--- config.mk ---
export PLATFORM = sky130hd
export DESIGN_NAME = wdog_core
export DESIGN_NICKNAME = d
export VERILOG_FILES = /design/src/verilog/wdog_pkg.sv /design/src/verilog/wdog_tick.sv /design/src/verilog/wdog_unlock.sv /design/src/verilog/wdog_core.sv
export SDC_FILE = /design/constraint.sdc
export NUM_CORES = 1
export LEC_CHECK = 0
export ABC_CLOCK_PERIOD_IN_PS = 3160
export BUFFER_PORTS_ARGS = -buffer_cell sky130_fd_sc_hd__buf_4
export CAP_MARGIN = 30
export CORE_MARGIN = 2
export CORE_UTILIZATION = 40
export CTS_CLUSTER_DIAMETER = 150
export CTS_CLUSTER_SIZE = 8
export DETAILED_ROUTE_END_ITERATION = 10
export HOLD_SLACK_MARGIN = 0.02
export PLACE_DENSITY = 0.72
export SLEW_MARGIN = 25
export SYNTH_ARGS = -nofsm -noshare
export SYNTH_HDL_FRONTEND = slang
export SYNTH_SLANG_ARGS = --single-unit
export TNS_END_PERCENT = 30
--- constraint.sdc ---
create_clock -name pclk -period 3.16 [get_ports pclk]
set_input_delay 0.316 -clock pclk [delete_from_list [all_inputs] [get_ports pclk]]
set_output_delay 0.316 -clock pclk [all_outputs]
set_load 0.005 [all_outputs]
--- src/verilog/wdog_pkg.sv ---
package wdog_pkg;

    // ==========================================================
    // Bus geometry
    localparam int ADDR_W = 14;
    localparam int DATA_W = 32;
    localparam int BYTE_W = 8;
    localparam int CNT_W = 24;

    // ==========================================================
    // Register indices; byte address is four times the index
    localparam logic [11:0] IDX_CTL = 12'h0FF0;
    localparam logic [11:0] IDX_UPPER = 12'h0FF1;
    localparam logic [11:0] IDX_HIGH = 12'h0FF2;
    localparam logic [11:0] IDX_LOW = 12'h0FF3;
    localparam logic [11:0] IDX_OPT = 12'h0FF4;

    // ==========================================================
    // Status bit positions in the control/status byte
    localparam int ST_POR = 7;
    localparam int ST_STOP = 6;
    localparam int ST_WDT = 5;
    localparam int ST_EXT = 4;

    // Option register bit positions
    localparam int OPT_AO = 0;
    localparam int OPT_RES = 1;
    localparam int OPT_STOPOFF = 2;
    localparam int OPT_RUN = 3;

    // ==========================================================
    // Counter values and unlock codes
    localparam logic [23:0] RELOAD_RST = 24'hFF_FFFF;
    localparam logic [23:0] CNT_MAX = 24'hFF_FFFF;
    localparam logic [23:0] CNT_ONE = 24'h00_0001;
    localparam logic [23:0] CNT_ZERO = 24'h00_0000;
    localparam logic [23:0] REFRESH_FLOOR = 24'h00_0002;
    localparam logic [7:0] UNLOCK_1 = 8'h55;
    localparam logic [7:0] UNLOCK_2 = 8'hAA;
    localparam logic [7:0] STOP_OFF_CODE = 8'h81;
    localparam logic [7:0] STOP_ON_CODE = 8'h00;

    // Unlock sequencer states, Gray coded along the path
    typedef enum logic [2:0] {
        LK_IDLE = 3'b000,
        LK_GOT1 = 3'b001,
        LK_OPEN = 3'b011,
        LK_UPPER = 3'b010,
        LK_HIGH = 3'b110
    } lock_state_e;

    // Word address match
    function automatic logic addr_hit(input logic [13:0] a,
                                      input logic [11:0] idx);
        addr_hit = (a == {idx, 2'b00});
    endfunction

endpackage

--- src/verilog/wdog_tick.sv ---
// Brings the RC oscillator into pclk and marks its rising edges
module wdog_tick
    import wdog_pkg::*;
(
    // System
    input wire logic pclk,
    input wire logic presetn,
    // Oscillator
    input wire logic rc_clk,
    output logic tick
);

    // ==========================================================
    // Two-stage synchroniser and edge history
    logic meta_q;
    logic sync_q;
    logic last_q;

    // Shift chain
    always_ff @(posedge pclk or negedge presetn)
    begin
        if (!presetn)
        begin
            meta_q <= 1'b0;
            sync_q <= 1'b0;
            last_q <= 1'b0;
        end
        else
        begin
            meta_q <= rc_clk;
            sync_q <= meta_q;
            last_q <= sync_q;
        end
    end

    // One pulse per oscillator period
    assign tick = sync_q & ~last_q;

endmodule

--- src/verilog/wdog_unlock.sv ---
// Write-unlock sequencer for reload bytes and STOP behaviour
module wdog_unlock
    import wdog_pkg::*;
(
    // System
    input wire logic pclk,
    input wire logic presetn,
    // Completed bus writes
    input wire logic wr_any,
    input wire logic wr_ctl,
    input wire logic wr_upper,
    input wire logic wr_high,
    input wire logic wr_low,
    input wire logic [7:0] wdata,
    // Results
    output logic ld_upper,
    output logic ld_high,
    output logic ld_low,
    output logic stop_off_q
);

    // ==========================================================
    // State
    lock_state_e state_q;
    lock_state_e state_d;
    logic stop_off_d;

    // Reload byte strobes only in their turn
    assign ld_upper = wr_upper && state_q == LK_OPEN;
    assign ld_high = wr_high && state_q == LK_UPPER;
    assign ld_low = wr_low && state_q == LK_HIGH;

    // Next state; any write outside the sequence relocks
    always_comb
    begin
        state_d = state_q;
        stop_off_d = stop_off_q;
        if (wr_any)
        begin
            state_d = LK_IDLE;
            unique case (state_q)
                LK_IDLE:
                    if (wr_ctl && wdata == UNLOCK_1)
                        state_d = LK_GOT1;
                LK_GOT1:
                    if (wr_ctl && wdata == UNLOCK_2)
                        state_d = LK_OPEN;
                LK_OPEN:
                begin
                    if (ld_upper)
                        state_d = LK_UPPER;
                    if (wr_ctl && wdata == STOP_OFF_CODE)
                        stop_off_d = 1'b1;
                    if (wr_ctl && wdata == STOP_ON_CODE)
                        stop_off_d = 1'b0;
                end
                LK_UPPER:
                    if (ld_high)
                        state_d = LK_HIGH;
                LK_HIGH:
                    state_d = LK_IDLE;
                default:
                    state_d = LK_IDLE;
            endcase
        end
    end

    // State registers; watchdog runs in STOP by default
    always_ff @(posedge pclk or negedge presetn)
    begin
        if (!presetn)
        begin
            state_q <= LK_IDLE;
            stop_off_q <= 1'b0;
        end
        else
        begin
            state_q <= state_d;
            stop_off_q <= stop_off_d;
        end
    end
endmodule

--- src/verilog/wdog_core.sv ---
// Notes on behaviour
// - Counter advances only on RC oscillator edges
// - Two states only: off, or on counting
// - Enabled by refresh instruction or always-on option
// - 24-bit down-counter; reload bytes upper, high, low
// - Period equals reload in oscillator counts
// - Refresh ignored at count two or below
// - First enable loads reload, then counts down
// - Each refresh above count two reloads counter from reload bytes
// - Debug mode refreshes continuously, no time-out
// - Time-out at zero; option picks irq or reset
// - Interrupt response: request and set status bit
// - After interrupt, counter rolls to maximum
// - Reset response: device reset, status bit set
// - In STOP with reset option: recovery, set time-out and stop bits
// - By default watchdog runs during STOP
// - Unlock then 81H stops, 00H keeps running
// - Reload bytes written in order after unlock
// - Reload addresses read back live count
// - Status read clears upper four bits
module wdog_core
    import wdog_pkg::*;
(
    // APB slave
    input wire logic pclk,
    input wire logic presetn,
    input wire logic psel,
    input wire logic penable,
    input wire logic pwrite,
    input wire logic [13:0] paddr,
    input wire logic [31:0] pwdata,
    output logic [31:0] prdata,
    output logic pready,
    output logic pslverr,
    // Watchdog oscillator
    input wire logic rc_clk,
    output logic rc_osc_enable,
    // CPU core and system state
    input wire logic watchdog_refresh_instruction,
    input wire logic stop_mode,
    input wire logic on_chip_debugger,
    input wire logic ext_reset_event,
    // Time-out responses
    output logic irq_req,
    output logic sys_reset_req,
    output logic stop_recovery_req
);

    // ==========================================================
    // APB decode
    logic access;
    logic setup;
    logic wr_done;
    logic rd_done;
    logic hit_ctl;
    logic hit_upper;
    logic hit_high;
    logic hit_low;
    logic hit_opt;
    logic mapped;

    // Phase and address decoding
    assign setup = psel & ~penable;
    assign access = psel & penable;
    assign wr_done = access & pwrite;
    assign rd_done = access & ~pwrite;
    assign hit_ctl = addr_hit(paddr, IDX_CTL);
    assign hit_upper = addr_hit(paddr, IDX_UPPER);
    assign hit_high = addr_hit(paddr, IDX_HIGH);
    assign hit_low = addr_hit(paddr, IDX_LOW);
    assign hit_opt = addr_hit(paddr, IDX_OPT);
    assign mapped = hit_ctl | hit_upper | hit_high | hit_low | hit_opt;

    // Zero wait states; error on unmapped address
    assign pready = 1'b1;
    assign pslverr = access & ~mapped;

    // ==========================================================
    // Unlock sequencer and oscillator tick
    logic ld_upper;
    logic ld_high;
    logic ld_low;
    logic stop_off_q;
    logic tick;

    wdog_unlock u_unlock (
        .pclk(pclk),
        .presetn(presetn),
        .wr_any(wr_done),
        .wr_ctl(wr_done & hit_ctl),
        .wr_upper(wr_done & hit_upper),
        .wr_high(wr_done & hit_high),
        .wr_low(wr_done & hit_low),
        .wdata(pwdata[7:0]),
        .ld_upper(ld_upper),
        .ld_high(ld_high),
        .ld_low(ld_low),
        .stop_off_q(stop_off_q)
    );

    wdog_tick u_tick (
        .pclk(pclk),
        .presetn(presetn),
        .rc_clk(rc_clk),
        .tick(tick)
    );

    // ==========================================================
    // Option and reload registers
    logic opt_ao_q;
    logic opt_res_q;
    logic [23:0] reload_q;

    // Options written directly; reload bytes only when unlocked
    always_ff @(posedge pclk or negedge presetn)
    begin
        if (!presetn)
        begin
            opt_ao_q <= 1'b0;
            opt_res_q <= 1'b0;
            reload_q <= RELOAD_RST;
        end
        else
        begin
            if (wr_done && hit_opt)
            begin
                opt_ao_q <= pwdata[OPT_AO];
                opt_res_q <= pwdata[OPT_RES];
            end
            if (ld_upper)
                reload_q[23:16] <= pwdata[7:0];
            if (ld_high)
                reload_q[15:8] <= pwdata[7:0];
            if (ld_low)
                reload_q[7:0] <= pwdata[7:0];
        end
    end

    // ==========================================================
    // Counter control
    logic enabled_q;
    logic [23:0] cnt_q;
    logic [23:0] cnt_d;
    logic run;
    logic first_en;
    logic refresh_ok;
    logic load;
    logic timeout;

    // Oscillator stops only in STOP after the disable code
    assign rc_osc_enable = ~(stop_mode & stop_off_q);
    assign run = enabled_q & rc_osc_enable;
    assign first_en = ~enabled_q
        & (watchdog_refresh_instruction | opt_ao_q);
    assign refresh_ok = watchdog_refresh_instruction & enabled_q
        & (cnt_q > REFRESH_FLOOR);
    assign load = first_en | refresh_ok
        | (enabled_q & on_chip_debugger);
    assign timeout = run & tick & ~load & (cnt_q == CNT_ONE);

    // Load wins; else one step per oscillator edge, 0 wraps to max
    always_comb
    begin
        cnt_d = cnt_q;
        if (load)
            cnt_d = reload_q;
        else if (run && tick)
            cnt_d = cnt_q - CNT_ONE;
    end

    // Enable is sticky until reset
    always_ff @(posedge pclk or negedge presetn)
    begin
        if (!presetn)
        begin
            enabled_q <= 1'b0;
            cnt_q <= RELOAD_RST;
        end
        else
        begin
            enabled_q <= enabled_q | first_en;
            cnt_q <= cnt_d;
        end
    end

    // ==========================================================
    // Time-out responses and status
    logic irq_q;
    logic rst_q;
    logic smr_q;
    logic [3:0] st_q;
    logic [3:0] st_d;
    logic rd_clr;

    // Upper four status bits; hardware set beats read clear
    assign rd_clr = rd_done & hit_ctl;
    assign st_d[ST_POR - ST_EXT] = st_q[ST_POR - ST_EXT]
        & ~rd_clr & ~timeout;
    assign st_d[ST_STOP - ST_EXT] = (timeout & opt_res_q & stop_mode)
        | (st_q[ST_STOP - ST_EXT] & ~rd_clr
        & ~(timeout & ~stop_mode));
    assign st_d[ST_WDT - ST_EXT] = timeout
        | (st_q[ST_WDT - ST_EXT] & ~rd_clr);
    assign st_d[0] = ext_reset_event | (st_q[0] & ~rd_clr);

    // One-cycle response pulses, registered
    always_ff @(posedge pclk or negedge presetn)
    begin
        if (!presetn)
        begin
            irq_q <= 1'b0;
            rst_q <= 1'b0;
            smr_q <= 1'b0;
            st_q <= 4'b1000;
        end
        else
        begin
            irq_q <= timeout & ~opt_res_q;
            rst_q <= timeout & opt_res_q & ~stop_mode;
            smr_q <= timeout & opt_res_q & stop_mode;
            st_q <= st_d;
        end
    end

    assign irq_req = irq_q;
    assign sys_reset_req = rst_q;
    assign stop_recovery_req = smr_q;

    // ==========================================================
    // Read data, captured in the setup phase
    logic [7:0] rd_byte;
    logic [31:0] prdata_q;

    // Reload addresses show the live count
    assign rd_byte = hit_ctl ? {st_q, 4'h0}
        : hit_upper ? cnt_q[23:16]
        : hit_high ? cnt_q[15:8]
        : hit_low ? cnt_q[7:0]
        : hit_opt ? {4'h0, enabled_q, stop_off_q, opt_res_q, opt_ao_q}
        : 8'h00;

    always_ff @(posedge pclk or negedge presetn)
    begin
        if (!presetn)
            prdata_q <= 32'h0000_0000;
        else if (setup)
            prdata_q <= {24'h00_0000, rd_byte};
    end

    assign prdata = prdata_q;
endmodule

==> results.json <==
{
  "tns_ns": 0,
  "ys_warn_count": 0,
  "yosysTopAreaCell": "dfstp_2",
  "synth_ff_type": "dfstp_2",
  "ys_types": 51,
  "drive_above_1_share": 0.3454,
  "drtIter0Drc": 197,
  "status": "complete, no violations",
  "drc_errors": 0,
  "dieArea_mm2": 0.01079,
  "slowest_stage": "or3_1",
  "syn-cell-area_mm2": 0.003989,
  "clk_pin_slew_ns": 0.07,
  "io_pins": 94,
  "cpLargestDelayFamily": "simple AND/OR/NAND/NOR gates",
  "grt-ovfl-total": 0,
  "cts-resized-gates": 0,
  "finalSetupViolCount": 0,
  "core_area_mm2": 0.009729,
  "start_util": 0.4100,
  "synthTopCellsByArea": "dfstp_2 (32%), dfrtp_1 (15%), mux2_2 (7.3%), nand2_1 (5.3%), buf_4 (4.7%)",
  "tightest_slew_ns": 0.8200,
  "ant_nets": 0,
  "track_usage": 0.1778,
  "whs_ns": 0.08391,
  "crit_chain": "or4_4 -> or3_1 -> nor4_1 -> nand2_1 -> and3_1",
  "place.detailed.hpwl_mm": 6.624,
  "cp-start-kind": "register",
  "io_buffers": 44,
  "fin_cells": 576,
  "routed-via-count": 3053,
  "worstSetupPathType": "register to register",
  "ys_seq_elements": 73,
  "rsz0062_at_grt": "false",
  "min-delay-path-class": "primary input to register",
  "worstPathMaxFanout": 17,
  "slowest_delay_ns": 0.64,
  "cts_tree": "yes",
  "place.gp.congestion": 0.8827,
  "skew_ns": 0.01169,
  "placed_cells": 558,
  "wire_per_inst_um": 15.86,
  "ir_drop_uv": 394.0,
  "fin_util": 0.4712,
  "async_flop_share": 1.000,
  "synthTopCellsByCount": "nand2_1 (56), dfstp_2 (49), mux2_2 (26), nor2_1 (26), buf_4 (25)",
  "cp-end-kind": "register",
  "syn_inst": 395,
  "post-route-period-util": 0.7934,
  "yosysSeqAreaShare": 0.4733,
  "power_leakage_nw": 1.855,
  "die_width_um": 103.9,
  "syn2layout_area_growth_pct": 14.93,
  "finalMaxSlewViolations": 0,
  "cap_violations": 0,
  "synth.avg_cell_area_um2": 10.10,
  "place_area_mm2": 0.004358,
  "cts_buffers": 9,
  "layout.nets": 497,
  "synth_top_area_share": 0.3228,
  "relSlewSlack": 0.4483,
  "cts.sinks": 73,
  "hold_viol": 0,
  "worstSkewPairLatency_ns": 0.35,
  "fin_crit_ns": 2.507,
  "vias_per_cell": 5.300,
  "grt_pass1_vias": 2994,
  "routed_wl_mm": 9.134,
  "cts_max_level": 3,
  "maxClockFrequency_ghz": 0.3989,
  "first_pass_iters": 6,
  "cp.buffers_inverters": 0,
  "grt_max_degree": 74,
  "row_count": 36,
  "power.density_mw_per_mm2": 772.8,
  "die_h_um": 103.9,
  "worstPathRequired_ns": 3.43,
  "crit_arrival_ns": 2.78,
  "fill_cells": 928,
  "antenna_found_initial": 0,
  "grt_pass1_wl_mm": 15.31,
  "clockBufferDepth": 2,
  "antennaDiodeCount": 0,
  "postLayoutCellArea_mm2": 0.004584,
  "synth.most_common_cell": "nand2_1",
  "synth-edff-count": 0,
  "cts_root_buffer": "clkbuf_8"
}
==> final timing paths <==
path	cells after the start	end	from	slack, ns
hold / removal	1	u_tick.meta_q	rc_clk	0.08
min in group asynchronous	2	enabled_q	presetn	0.46
hold reg to reg	0	u_tick.sync_q	u_tick.meta_q	0.36
setup reg to reg	5	st_q[3]	cnt_q[5]	0.65
setup / recovery	5	st_q[3]	cnt_q[5]	0.65
max in group asynchronous	3	cnt_q[8]	presetn	2.09
==> cells in the final DEF, fill, tap and decap left out, types with 4 or more instances in the layout <==
cell type,synthesis,routed
nand2_1,56,56
dfstp_2,49,49
buf_4,25,49
nor2_1,26,26
mux2_2,26,26
conb_1,2,25
dfrtp_1,24,24
xnor2_1,21,21
nor3_1,15,15
o21ai_1,14,14
o21ai_0,12,12
nand3_1,10,10
clkbuf_8,0,10
nor4_1,8,8
inv_1,6,6
nand4_1,6,6
or3_1,6,6
a21oi_1,6,6
nor2b_1,5,5
a211oi_1,5,5
or4_1,4,4
nand2b_1,4,4
a22oi_1,4,4
o31ai_1,4,4
==> layer usage <==
metal / vias to the layer above / routed length, um / GRT usage
met5: - / 0 / 0
met4: 0 / 76 / 0.04344
met3: 6 / 490 / 0.04449
met2: 99 / 4193 / 0.2697
met1: 1514 / 4374 / 0.2559
li1: 1434 / - / -
==> metrics by stage <==
stage	setup WS (ns)	power, mW
5_1_grt	0.5353	3.786
6_report	0.6530	3.543
3_3_place_gp	0.7078	2.788
3_5_place_dp	0.6815	2.815
2_1_floorplan	1.088	2.501
4_1_cts	0.6635	3.546
==> sequential cells by signal, indices dropped and copies added, names as in the netlist <==
signal / count
enabled_q: 1
st_q: 4
u_tick.meta_q: 1
u_tick.last_q: 1
reload_q: 24
irq_req: 1
u_unlock.stop_off_q: 1
cnt_q: 24
stop_recovery_req: 1
opt_res_q: 1
prdata: 8
u_tick.sync_q: 1
u_unlock.state_q: 3
opt_ao_q: 1
sys_reset_req: 1
==> logic make-up after synthesis <==
group                      Yosys count  synth area share
muxes                               29           0.09034
xor gates and xnor gates            23           0.05050
DFF                                 73            0.4733
AOI/OAI and AO/OA                   58           0.09097
other                                2          0.001883
adders and majority gates            3          0.009411
and+or+nand+nor                    159            0.2102
buffers and inverters               48           0.07340
==> report_power, final <==
part	leakage, nW	switching (mW)	internal, mW
clock	0.0953	0.337	0.383
combinational	0.936	0.925	0.586
sequential	0.823	0.170	1.14
total	1.85	1.43	2.11
==> layout make-up <==
| cell class | instances | area [um2] | area share |
|---|---|---|---|
| sequential | 73 | 1888 | 0.4118 |
| inverter | 6 | 22.52 | 0.004913 |
| timing repair buffer | 51 | 397.9 | 0.08679 |
| clock inverter | 5 | 55.05 | 0.01201 |
| clock buffer | 11 | 141.4 | 0.03084 |
| tap | 133 | 166.4 | 0.03630 |
| multi-input combinational | 297 | 1913 | 0.4173 |
==> what timing repair did <==
item / 4_1_cts / 5_1_grt
setup buffers: 0 / 0
endpoints found under the hold margin: 0 / 20
hold buffers: 0 / 1
Note: power is estimated with default switching activity, not from simulation.
